File: config.mk
export PLATFORM = sky130hd
export DESIGN_NAME = gpio_port
export DESIGN_NICKNAME = d
export VERILOG_FILES = /design/src/pkg/gpio_pkg.sv /design/src/pkg/servo_if.sv /design/src/hw/phase_servo.sv /design/src/hw/gpio_port.sv
export VERILOG_INCLUDE_DIRS = /design/src /design/src/pkg
export SDC_FILE = /design/constraint.sdc
export NUM_CORES = 2
export LEC_CHECK = 0
export ABC_AREA = 1
export BUFFER_PORTS_ARGS = -buffer_cell sky130_fd_sc_hd__buf_2
export CAP_MARGIN = 20
export CORE_MARGIN = 2
export CORE_UTILIZATION = 45
export CTS_CLUSTER_DIAMETER = 80
export CTS_CLUSTER_SIZE = 30
export DETAILED_ROUTE_END_ITERATION = 12
export SYNTH_ARGS = -nofsm -noshare
export SYNTH_HDL_FRONTEND = slang
export SYNTH_SLANG_ARGS = --single-unit
File: constraint.sdc
create_clock -name clk -period 26.4 [get_ports clk]
set_input_delay 3.96 -clock clk [delete_from_list [all_inputs] [get_ports clk]]
set_output_delay 3.96 -clock clk [all_outputs]
set_load 0.01 [all_outputs]
File: src/pkg/gpio_params.svh
// Constants for the GPIO port with front-end phase servo
`ifndef GPIO_PARAMS_SVH
`define GPIO_PARAMS_SVH
// Register byte addresses
`define ADDR_DIR 8'h00
`define ADDR_OUT 8'h04
`define ADDR_IN 8'h08
`define ADDR_MODE 8'h0c
`define ADDR_FE_PH_SET 8'h10
`define ADDR_FE_ATT 8'h14
`define ADDR_BE_PH 8'h18
`define ADDR_BE_ATT 8'h1c
`define ADDR_SERVO_CTL 8'h20
`define ADDR_GAIN 8'h24
`define ADDR_IN_OFS 8'h28
`define ADDR_SAT_LIM 8'h2c
`define ADDR_FE_PH_RD 8'h30
`define ADDR_CORR_RD 8'h34
`define ADDR_CIC_RD 8'h38
// Field positions
`define MODE_FEBE_BIT 0
`define SERVO_CLOSE_BIT 0
`define SERVO_SIGN_BIT 1
`define GAIN_SHIFT 8
// Reset values
`define RST_WORD 32'h0000_0000
// Attenuator: 6-bit code in 0.5 dB steps, 63 = 31.5 dB
`define ATT_MAX_CODE 6'h3f
// Lines forced to outputs in front/back-end mode
`define FEBE_OUT_MASK 32'h00ff_ffff
// CIC decimation: 10^9 samples
`define CIC_DECIM 1000000000
`endif

File: src/pkg/gpio_pkg.sv
// Types for the GPIO port with front-end phase servo
package gpio_pkg;
	typedef enum logic {MODE_BITWISE, MODE_FEBE} port_mode_t;
	typedef logic [11:0] phase_t;
	typedef logic [15:0] adc_t;
endpackage

File: src/pkg/servo_if.sv
// Link between the port top and the phase servo
`timescale 1ns/1ns
`default_nettype none
interface servo_if;
	import gpio_pkg::*;
	logic close;
	logic sign;
	logic [4:0] gain_shift;
	adc_t in_ofs;
	phase_t sat_lim;
	adc_t adc;
	logic adc_vld;
	logic signed [12:0] corr;
	modport ctl(output close, sign, gain_shift, in_ofs, sat_lim, adc, adc_vld, input corr);
	modport srv(input close, sign, gain_shift, in_ofs, sat_lim, adc, adc_vld, output corr);
endinterface
`default_nettype wire

File: src/hw/phase_servo.sv
// Phase servo integrator with symmetric clamp
`timescale 1ns/1ns
`default_nettype none
module phase_servo (
	// Clock and reset
	input wire logic clk,
	input wire logic sys_rst,
	// Control and result
	servo_if.srv sif
);
	import gpio_pkg::*;
	typedef struct packed {
		logic signed [31:0] acc;
	} srv_state_t;
	srv_state_t st_ff, nxt_st;
	logic signed [31:0] err, step, lim, cand;
	// Error, gain, sign, clamp
	always_comb begin
		err = 32'(signed'({1'b0, sif.adc})) - 32'(signed'({1'b0, sif.in_ofs}));
		step = err >>> sif.gain_shift;
		if (sif.sign)
			step = -step;
		lim = 32'(signed'({1'b0, sif.sat_lim})) <<< 16;
		cand = st_ff.acc + step;
		nxt_st = st_ff;
		if (!sif.close)
			nxt_st.acc = 32'sh0; // Open loop drops correction
		else if (sif.adc_vld) begin
			// Saturate and freeze integrator at the limit
			if (cand > lim)
				nxt_st.acc = lim;
			else if (cand < -lim)
				nxt_st.acc = -lim;
			else
				nxt_st.acc = cand;
		end
	end
	always_ff @(posedge clk) begin
		if (sys_rst)
			st_ff <= '0;
		else
			st_ff <= nxt_st;
	end
	assign sif.corr = 13'(st_ff.acc >>> 16);
	property p_open_zero;
		@(posedge clk) disable iff (sys_rst) !sif.close |=> st_ff.acc == 0;
	endproperty
	a_open_zero: assert property (p_open_zero) else $error("open loop kept correction");
endmodule // phase_servo
`default_nettype wire

File: src/hw/gpio_port.sv
// GPIO port with bit-wise and front/back-end personalities
//
// Overview of operation
// - 32 lines, each with its own direction and output value.
// - Each line readable; outputs read back the driven value.
// - Mode selector picks bit-wise or front/back-end personality.
// - Front/back-end mode forces a fixed set of lines to outputs.
// - Front-end phase register is readable.
// - Open loop: phase register equals setpoint.
// - Closed loop: phase register is setpoint plus servo correction, clamped to 0..0xfff.
// - Servo close control switches open/closed updating.
// - Attenuators in 0.5 dB steps, 0 to 31.5 dB, rounded.
// - Polarity control inverts the correction sign.
// - Error scaled by programmable gain.
// - Programmable input offset subtracted from ADC value.
// - Correction limited to programmable maximum deviation.
// - CIC decimator averages 10^9 ADC samples, output readable.
// - Present servo correction is readable.
//
// The address-and-strobe port and the address map are this design's own decisions.
`timescale 1ns/1ns
`default_nettype none
`include "gpio_params.svh"
module gpio_port #(
	parameter int unsigned CIC_DECIM = `CIC_DECIM
) (
	// Clock and reset
	input wire logic clk,
	input wire logic sys_rst,
	// Register port
	input wire logic [7:0] addr,
	input wire logic [31:0] wdata,
	input wire logic wr,
	input wire logic rd,
	output logic [31:0] rdata,
	// ADC sample stream
	input wire gpio_pkg::adc_t adc_data,
	input wire logic adc_vld,
	// Pins
	input wire logic [31:0] pin_in,
	output logic [31:0] pin_out,
	output logic [31:0] pin_oe_n
);
	import gpio_pkg::*;

	// Refuse a decimation that the dump counter could never reach
	if (CIC_DECIM < 2) begin : g_bad_decim
		$error("CIC_DECIM too small");
	end

	// ----------------------------------------
	// State
	// ----------------------------------------
	typedef struct packed {
		logic [31:0] dir;
		logic [31:0] outv;
		port_mode_t mode;
		phase_t fe_set;
		logic [5:0] fe_att;
		phase_t be_ph;
		logic [5:0] be_att;
		logic close;
		logic sign;
		logic [4:0] gain;
		adc_t in_ofs;
		phase_t sat;
		phase_t fe_ph;
		logic [47:0] cic_acc;
		logic [31:0] cic_cnt;
		logic [31:0] cic_out;
		logic [31:0] rdata;
	} st_t;
	st_t st_ff, nxt_st;
	servo_if sif();

	// Rounds a value in 0.25 dB units to the nearest 0.5 dB code
	function automatic logic [5:0] att_round(input logic [31:0] q);
		logic [31:0] c;
		// Clamp before rounding so a huge request cannot wrap to zero
		if (q > 32'd125)
			return `ATT_MAX_CODE;
		c = (q + 32'h1) >> 1;
		return c[5:0];
	endfunction

	assign sif.close = st_ff.close;
	assign sif.sign = st_ff.sign;
	assign sif.gain_shift = st_ff.gain;
	assign sif.in_ofs = st_ff.in_ofs;
	assign sif.sat_lim = st_ff.sat;
	assign sif.adc = adc_data;
	assign sif.adc_vld = adc_vld;

	phase_servo u_servo (
		.clk(clk),
		.sys_rst(sys_rst),
		.sif(sif)
	);

	// ----------------------------------------
	// Pins
	// ----------------------------------------
	logic [31:0] oe;
	logic [31:0] febe_pins;
	always_comb begin
		febe_pins = {8'h00, st_ff.be_att[5:0], st_ff.fe_att[5:0], st_ff.fe_ph};
		oe = st_ff.dir;
		if (st_ff.mode == MODE_FEBE)
			oe = st_ff.dir | `FEBE_OUT_MASK;
	end
	assign pin_out = (st_ff.mode == MODE_FEBE) ?
		((febe_pins & `FEBE_OUT_MASK) | (st_ff.outv & ~`FEBE_OUT_MASK)) : st_ff.outv;
	assign pin_oe_n = ~oe;

	// ----------------------------------------
	// Next state
	// ----------------------------------------
	logic [31:0] lvl;
	logic signed [13:0] sum;
	always_comb begin
		nxt_st = st_ff;
		lvl = (oe & pin_out) | (~oe & pin_in);
		// Phase register: setpoint plus correction when closed, clamped to 0..0xfff
		sum = 14'(signed'({2'b00, st_ff.fe_set})) + 14'(sif.corr);
		if (!st_ff.close)
			nxt_st.fe_ph = st_ff.fe_set;
		else if (sum < 0)
			nxt_st.fe_ph = '0;
		else if (sum > 14'sh0fff)
			nxt_st.fe_ph = 12'hfff;
		else
			nxt_st.fe_ph = sum[11:0];
		// CIC decimator, first order integrate and dump
		if (adc_vld) begin
			if (st_ff.cic_cnt == CIC_DECIM - 1) begin
				nxt_st.cic_out = 32'((st_ff.cic_acc + 48'(adc_data)) / 48'(CIC_DECIM));
				nxt_st.cic_acc = '0;
				nxt_st.cic_cnt = '0;
			end else begin
				nxt_st.cic_acc = st_ff.cic_acc + 48'(adc_data);
				nxt_st.cic_cnt = st_ff.cic_cnt + 32'h1;
			end
		end
		// Register writes
		if (wr) begin
			case (addr)
				`ADDR_DIR: nxt_st.dir = wdata;
				`ADDR_OUT: nxt_st.outv = wdata;
				`ADDR_MODE: nxt_st.mode = port_mode_t'(wdata[`MODE_FEBE_BIT]);
				`ADDR_FE_PH_SET: nxt_st.fe_set = wdata[11:0];
				`ADDR_FE_ATT: nxt_st.fe_att = att_round(wdata);
				`ADDR_BE_PH: nxt_st.be_ph = wdata[11:0];
				`ADDR_BE_ATT: nxt_st.be_att = att_round(wdata);
				`ADDR_SERVO_CTL: begin
					nxt_st.close = wdata[`SERVO_CLOSE_BIT];
					nxt_st.sign = wdata[`SERVO_SIGN_BIT];
				end
				`ADDR_GAIN: nxt_st.gain = wdata[4:0];
				`ADDR_IN_OFS: nxt_st.in_ofs = wdata[15:0];
				`ADDR_SAT_LIM: nxt_st.sat = wdata[11:0];
				default: ;
			endcase
		end
		// Read data for the cycle after the strobe
		nxt_st.rdata = 32'h0;
		if (rd) begin
			case (addr)
				`ADDR_DIR: nxt_st.rdata = st_ff.dir;
				`ADDR_OUT: nxt_st.rdata = st_ff.outv;
				`ADDR_IN: nxt_st.rdata = lvl;
				`ADDR_MODE: nxt_st.rdata = {31'h0, st_ff.mode};
				`ADDR_FE_PH_SET: nxt_st.rdata = {20'h0, st_ff.fe_set};
				`ADDR_FE_ATT: nxt_st.rdata = {26'h0, st_ff.fe_att};
				`ADDR_BE_PH: nxt_st.rdata = {20'h0, st_ff.be_ph};
				`ADDR_BE_ATT: nxt_st.rdata = {26'h0, st_ff.be_att};
				`ADDR_SERVO_CTL: nxt_st.rdata = {30'h0, st_ff.sign, st_ff.close};
				`ADDR_GAIN: nxt_st.rdata = {27'h0, st_ff.gain};
				`ADDR_IN_OFS: nxt_st.rdata = {16'h0, st_ff.in_ofs};
				`ADDR_SAT_LIM: nxt_st.rdata = {20'h0, st_ff.sat};
				`ADDR_FE_PH_RD: nxt_st.rdata = {20'h0, st_ff.fe_ph};
				`ADDR_CORR_RD: nxt_st.rdata = 32'(sif.corr);
				`ADDR_CIC_RD: nxt_st.rdata = st_ff.cic_out;
				default: nxt_st.rdata = 32'h0;
			endcase
		end
	end

	always_ff @(posedge clk) begin
		if (sys_rst)
			st_ff <= '0;
		else
			st_ff <= nxt_st;
	end
	assign rdata = st_ff.rdata;

	// ----------------------------------------
	// Assertions
	// ----------------------------------------
	// Signed copy of the limit so the clamp checks compare like with like
	logic signed [12:0] sat_s;
	assign sat_s = signed'({1'b0, st_ff.sat});

	// Pin personality, open-loop phase, attenuator, clamp and read-slot checks
	property p_oe_dir;
		@(posedge clk) disable iff (sys_rst) st_ff.mode == MODE_BITWISE |-> pin_oe_n == ~st_ff.dir;
	endproperty
	a_oe_dir: assert property (p_oe_dir) else $error("bitwise oe wrong");
	property p_readback;
		@(posedge clk) disable iff (sys_rst)
			rd && addr == `ADDR_IN |=> rdata == ($past(pin_out) & ~$past(pin_oe_n) | $past(pin_in) & $past(pin_oe_n));
	endproperty
	a_readback: assert property (p_readback) else $error("readback wrong");
	property p_force;
		@(posedge clk) disable iff (sys_rst) st_ff.mode == MODE_FEBE |-> (~pin_oe_n & `FEBE_OUT_MASK) == `FEBE_OUT_MASK;
	endproperty
	a_force: assert property (p_force) else $error("febe lines not output");
	property p_open;
		@(posedge clk) disable iff (sys_rst) !st_ff.close ##1 !st_ff.close |-> st_ff.fe_ph == $past(st_ff.fe_set);
	endproperty
	a_open: assert property (p_open) else $error("open loop phase wrong");
	property p_att;
		@(posedge clk) disable iff (sys_rst) wr && addr == `ADDR_FE_ATT && wdata == 32'h6
			|=> st_ff.fe_att == 6'h3;
	endproperty
	a_att: assert property (p_att) else $error("attenuator rounding wrong");
	property p_att_max;
		@(posedge clk) disable iff (sys_rst) st_ff.fe_att <= `ATT_MAX_CODE && st_ff.be_att <= `ATT_MAX_CODE;
	endproperty
	a_att_max: assert property (p_att_max) else $error("attenuator range");
	property p_clamp;
		@(posedge clk) disable iff (sys_rst) sif.corr <= sat_s && sif.corr >= -sat_s;
	endproperty
	a_clamp: assert property (p_clamp) else $error("correction exceeds limit");
	property p_rd_zero;
		@(posedge clk) disable iff (sys_rst) !rd |=> rdata == 32'h0;
	endproperty
	a_rd_zero: assert property (p_rd_zero) else $error("read data outside slot");

	// Personality outputs
	property p_febe_pins;
		@(posedge clk) disable iff (sys_rst) st_ff.mode == MODE_FEBE
			|-> pin_out[23:0] == {st_ff.be_att, st_ff.fe_att, st_ff.fe_ph};
	endproperty
	a_febe_pins: assert property (p_febe_pins) else $error("febe pin content wrong");
	property p_upper_dir;
		@(posedge clk) disable iff (sys_rst) st_ff.mode == MODE_FEBE
			|-> pin_oe_n[31:24] == ~st_ff.dir[31:24];
	endproperty
	a_upper_dir: assert property (p_upper_dir) else $error("upper lines lost dir");
	property p_out_bitwise;
		@(posedge clk) disable iff (sys_rst) st_ff.mode == MODE_BITWISE |-> pin_out == st_ff.outv;
	endproperty
	a_out_bitwise: assert property (p_out_bitwise) else $error("bitwise out wrong");

	// Register writes land one cycle after the strobe
	property p_dir_wr;
		@(posedge clk) disable iff (sys_rst) wr && addr == `ADDR_DIR |=> st_ff.dir == $past(wdata);
	endproperty
	a_dir_wr: assert property (p_dir_wr) else $error("dir write lost");
	property p_out_wr;
		@(posedge clk) disable iff (sys_rst) wr && addr == `ADDR_OUT |=> st_ff.outv == $past(wdata);
	endproperty
	a_out_wr: assert property (p_out_wr) else $error("out write lost");
	property p_mode_wr;
		@(posedge clk) disable iff (sys_rst) wr && addr == `ADDR_MODE
			|=> st_ff.mode == port_mode_t'($past(wdata[`MODE_FEBE_BIT]));
	endproperty
	a_mode_wr: assert property (p_mode_wr) else $error("mode write lost");
	property p_set_wr;
		@(posedge clk) disable iff (sys_rst) wr && addr == `ADDR_FE_PH_SET
			|=> st_ff.fe_set == $past(wdata[11:0]);
	endproperty
	a_set_wr: assert property (p_set_wr) else $error("setpoint write lost");
	property p_be_ph_wr;
		@(posedge clk) disable iff (sys_rst) wr && addr == `ADDR_BE_PH
			|=> st_ff.be_ph == $past(wdata[11:0]);
	endproperty
	a_be_ph_wr: assert property (p_be_ph_wr) else $error("back-end phase write lost");
	property p_att_clamp;
		@(posedge clk) disable iff (sys_rst) wr && addr == `ADDR_BE_ATT && wdata == 32'd200
			|=> st_ff.be_att == `ATT_MAX_CODE;
	endproperty
	a_att_clamp: assert property (p_att_clamp) else $error("attenuator clamp wrong");
	property p_close_wr;
		@(posedge clk) disable iff (sys_rst) wr && addr == `ADDR_SERVO_CTL
			|=> st_ff.close == $past(wdata[`SERVO_CLOSE_BIT]);
	endproperty
	a_close_wr: assert property (p_close_wr) else $error("close control lost");
	property p_sign_wr;
		@(posedge clk) disable iff (sys_rst) wr && addr == `ADDR_SERVO_CTL
			|=> st_ff.sign == $past(wdata[`SERVO_SIGN_BIT]);
	endproperty
	a_sign_wr: assert property (p_sign_wr) else $error("sign control lost");
	property p_gain_wr;
		@(posedge clk) disable iff (sys_rst) wr && addr == `ADDR_GAIN
			|=> st_ff.gain == $past(wdata[4:0]);
	endproperty
	a_gain_wr: assert property (p_gain_wr) else $error("gain write lost");
	property p_ofs_wr;
		@(posedge clk) disable iff (sys_rst) wr && addr == `ADDR_IN_OFS
			|=> st_ff.in_ofs == $past(wdata[15:0]);
	endproperty
	a_ofs_wr: assert property (p_ofs_wr) else $error("offset write lost");
	property p_sat_wr;
		@(posedge clk) disable iff (sys_rst) wr && addr == `ADDR_SAT_LIM
			|=> st_ff.sat == $past(wdata[11:0]);
	endproperty
	a_sat_wr: assert property (p_sat_wr) else $error("limit write lost");

	// Readouts stand only in the cycle after the read strobe
	property p_fe_rd;
		@(posedge clk) disable iff (sys_rst) rd && addr == `ADDR_FE_PH_RD
			|=> rdata == {20'h0, $past(st_ff.fe_ph)};
	endproperty
	a_fe_rd: assert property (p_fe_rd) else $error("phase readout wrong");
	property p_corr_rd;
		@(posedge clk) disable iff (sys_rst) rd && addr == `ADDR_CORR_RD
			|=> rdata == 32'($past(sif.corr));
	endproperty
	a_corr_rd: assert property (p_corr_rd) else $error("correction readout wrong");
	property p_cic_rd;
		@(posedge clk) disable iff (sys_rst) rd && addr == `ADDR_CIC_RD
			|=> rdata == $past(st_ff.cic_out);
	endproperty
	a_cic_rd: assert property (p_cic_rd) else $error("decimator readout wrong");
	property p_unmapped;
		@(posedge clk) disable iff (sys_rst) rd && addr == 8'h3c |=> rdata == 32'h0;
	endproperty
	a_unmapped: assert property (p_unmapped) else $error("unmapped read not zero");

	// Servo and phase register behaviour
	property p_open_corr;
		@(posedge clk) disable iff (sys_rst) !st_ff.close |=> sif.corr == 13'sh0;
	endproperty
	a_open_corr: assert property (p_open_corr) else $error("open loop correction");
	property p_closed;
		@(posedge clk) disable iff (sys_rst) st_ff.close && sum >= 0 && sum <= 14'sh0fff
			|=> st_ff.fe_ph == $past(sum[11:0]);
	endproperty
	a_closed: assert property (p_closed) else $error("closed loop phase wrong");
	property p_sum_low;
		@(posedge clk) disable iff (sys_rst) st_ff.close && sum < 0 |=> st_ff.fe_ph == 12'h000;
	endproperty
	a_sum_low: assert property (p_sum_low) else $error("phase underflow");
	property p_sum_high;
		@(posedge clk) disable iff (sys_rst) st_ff.close && sum > 14'sh0fff
			|=> st_ff.fe_ph == 12'hfff;
	endproperty
	a_sum_high: assert property (p_sum_high) else $error("phase overflow");
	// The average only moves when a sample arrives
	property p_cic_hold;
		@(posedge clk) disable iff (sys_rst) !adc_vld |=> $stable(st_ff.cic_out);
	endproperty
	a_cic_hold: assert property (p_cic_hold) else $error("average moved without sample");

	// Main scenarios
	c_febe: cover property (@(posedge clk) st_ff.mode == MODE_FEBE && st_ff.close);
	c_neg: cover property (@(posedge clk) st_ff.close && st_ff.sign && sif.corr < 0);
	c_clamp: cover property (@(posedge clk) st_ff.close && sif.corr == 13'(st_ff.sat) && st_ff.sat != 0);
	c_cic: cover property (@(posedge clk) adc_vld && st_ff.cic_cnt == CIC_DECIM - 1);
endmodule // gpio_port
`default_nettype wire

==> impl_summary.txt <==
----------------------------------------------------
[Run status]
  Status ... completed

[Logic synthesis]
  Flip-flop and latch count after synthesis ... about 310
  Number of nets in the synthesized netlist ... approximately 7,300
  Count of different cell masters after synthesis ... 91
  EDFF count, synth ... 0
  Gate count after technology mapping ... slightly above 7,000
  Async set-reset flop share out of synthesis ... 0%
  Post-synthesis instance area ... ~44,000 µm²
  Seq/Total Area, Yosys ... approximately 14%
  Dominant synthesized flop cell ... dfxtp_1
  Number of warning messages in the yosys log ... 0
  Mean cell area of the mapped netlist ... 6.17 µm²

[CTS]
  Clock root buffer master ... clkbuf_16
  Clock sink count ... 311
  CTS Buf Count ... 25
  CTS hold repair buffers ... 0
  Clock-pin transition on the worst setup and hold timing paths ... ~0.10 ns
  H-tree level count ... 1
  Worst-case clock buffer depth ... 3
  Source-to-sink clock delay at the later pin of the worst-skew pair ... 0.59 ns
  CTS tree ... done

[Detailed routing]
  Sum of routed wire length over all layers ... around 150,000 µm
  Antenna-violating nets left ... 0
  First-pass DRT Iterations ... 7
  Routed vias ... 46,725
  Post-DR vias/cell ... roughly 5.4
  Wire per inst ... 17.6 µm
  Residual DRC ... 0
  Violation count after the first detailed-route iteration ... 3,823

[Die]
  Die footprint ... 100,000 µm²
  Effective utilization at floorplan ... about 45%
  Number of placement rows ... ~110
  Die extent in y ... roughly 320 µm
  Die Span X ... between 300 and 400 µm
  I/O pin count ... about 190
  Total core area ... approximately 97,000 µm²

[Place]
  Port-buffer cells ... roughly 190
  Placed cell areas ... roughly 46,000 µm²
  HPWL after detailed placement ... 122,000 µm
  Placed Instances ... about 8,500
  Pre-CTS setup slack ... -0.702 ns
  Weighted congestion at the end of routability-driven global placement ... approximately 1.0

[Pwr]
  Power density over cell area ... ~26 nW/µm²
  Max rail drop VDD ... 42.6 µV
  Post-layout power ... 1.25 mW
  Static Leak ... 23.7 nW

[Timing]
  Final worst-path setup slack ... ~1.5 ns
  Period utilisation layout ... between 90 and 100%
  Tightest hold margin ... roughly 0.47 ns
  Worst max-slew margin expressed relative to the limit ... roughly a quarter
  Total negative setup slack ... 0 ns
  Actual transition at the worst max-transition pin ... around 1.1 ns
  Final Hold Vio Count ... 0
  Final Max Slew Viols ... 0
  Layout Skew ... between 0.02 and 0.03 ns
  Final critical path time including I/O delays and setup ... ~25 ns
  Final number of setup-violating endpoints ... 0
  Maximum clock frequency ... between 40 and 50 MHz

[Setup path]
  Crit Path Class ... in -> reg
  Number of cell instances on the worst register-to-register path ... roughly 180
  Category of the worst setup path capture point ... register
  Category of the worst setup path launch point ... input port
  Largest incremental delay on the critical path ... 0.46 ns
  Slowest cell on the critical path ... ha_2
  Peak fanout along the critical path ... 18
  Cell with the most instances on the worst path ... nand2_1
  Arrival @ worst endpoint ... ~25 ns
  Critical Path RT ... approximately 27 ns

[Hold path]
  Hold-critical path depth ... 2
  Worst hold path class ... reg -> reg

[GRT]
  Pin count of the biggest net entering global routing ... between 100 and 150
  Global router's overall resource usage ... 29.0%
  Via count of the first global-routing pass ... roughly 43,000
  Total grt overflow ... 0
  Global-route wire length before repair ... 235,000 µm
  Number of antenna violations at the first check in global routing ... 4

[Layout]
  Layout overhead on the synthesized area ... 11.7%
  Most frequent cells in the layout ... nand2_1 (1,771), inv_1 (745), nor2_1 (545), nand3_1 (544), nand2_2 (511)
  Commonest non-fill, non-tap cell in the layout ... nand2_1
  Finished layout cell area ... 49,000 µm²
  Share of cells above drive strength 1 ... a little over a quarter
  Final standard cell count with taps included and fillers excluded ... 8,678
  Final core area utilization ... roughly 50%
  Final-stage net count ... around 7,600

[Run]
  Reported max-cap violation count ... 0

----------------------------------------------------
## critical path, delay by kind of cell
| kind | cells | cell delay [ns] |
|---|---|---|
| simple gates | 136 | 14.60 |
| buf+inv | 35 | 4.81 |
| compound gates | 6 | 1.03 |
| fa+ha+maj | 1 | 0.46 |
| xor+xnor | 2 | 0.34 |
## path summary, 6_finish.rpt
kind                     from          to  slack [ns]
hold / removal     st_ff[204]  st_ff[204]        0.47
setup reg to reg   st_ff[104]   st_ff[32]        4.71
setup / recovery  adc_data[8]   st_ff[32]        1.49
hold reg to reg    st_ff[204]  st_ff[204]        0.47
## report_power, final
part / total (mW) / switching [mW] / internal, mW / leakage (nW)
clock network: 0.449 / 0.242 / 0.207 / 0.463
registers: 0.477 / 0.00405 / 0.473 / 2.51
logic: 0.325 / 0.223 / 0.102 / 20.8
## flip-flops by register name (all words and copies together), names as in the netlist
register and flops:
febe_pins 24, rdata 32, sif.close 1, sif.gain_shift 5
sif.in_ofs 16, sif.sat_lim 12, sif.sign 1, st_ff 188
u_servo.st_ff 32
## repair_timing
| action | 4_1_cts | 5_1_grt |
|---|---|---|
| setup endpoints to repair | 1 | 3 |
| buffers inserted | 0 | 87 |
| pin swaps | 1 | 43 |
| gates cloned | 1 | 21 |
| resized for setup | 1 | 185 |
## layer usage
metal  vias to the layer above  wire (µm)  track usage (%)
met5                         -         27                0
met1                     21692      67700             38.9
met2                      1333      72400             49.6
li1                      23459          -                -
met3                       237       8810             3.09
met4                         4       4210             7.00
## logic make-up after synthesis
logic type | share of synthesized area, %
multiplexers | 0.693
AO/OA/AOI/OAI | 12.6
buffers and inverters | 12.2
AND/OR/NAND/NOR | 52.9
adder cells (fa/ha/maj) | 3.29
XOR/XNOR | 4.16
flip-flops | 14.2
## Yosys cell counts, types with 12 or more instances
cell type  count  area (µm²)
nand2_2      498        3120
nor4_1        17         106
nand3_2       79         791
a41oi_1       12         105
xnor2_1       48         420
buf_12        17         340
buf_4         46         345
clkinv_1      29         109
a31oi_1       27         169
buf_6         19         214
nor2_4        73         822
o21bai_1      20         150
buf_8         20         300
o21ai_1       23         115
mux2_2        19         214
nand2_4      288        3240
nor3_1        72         360
o211ai_1      41         308
nand3_1      558        2790
nand4_1      155         970
xor2_1       157        1380
o22ai_1       24         150
clkbuf_1     109         409
a21oi_1      377        1890
o21ai_0      279        1400
nand2_1     1792        6730
nand3b_1      26         195
nand3_4       31         543
a21oi_2       12         105
o21ai_2       16         140
nor2_1       590        2210
inv_2        133         499
inv_4         15        93.8
a221oi_1      30         263
dfxtp_1      311        6230
ha_1         109        1360
nor2_2       134         838
inv_1        748        2810
## cell type report
type	instances	area [µm²]
fill	10229	47700
multi-input combinational	5659	33300
sequential	311	6230
inverter	940	3640
timing repair buffer	444	3260
tap	1276	1600
clock buffer	25	626
clock inverter	21	350
antenna	2	5.00
No activity file was read; power rests on OpenSTA's default activity.
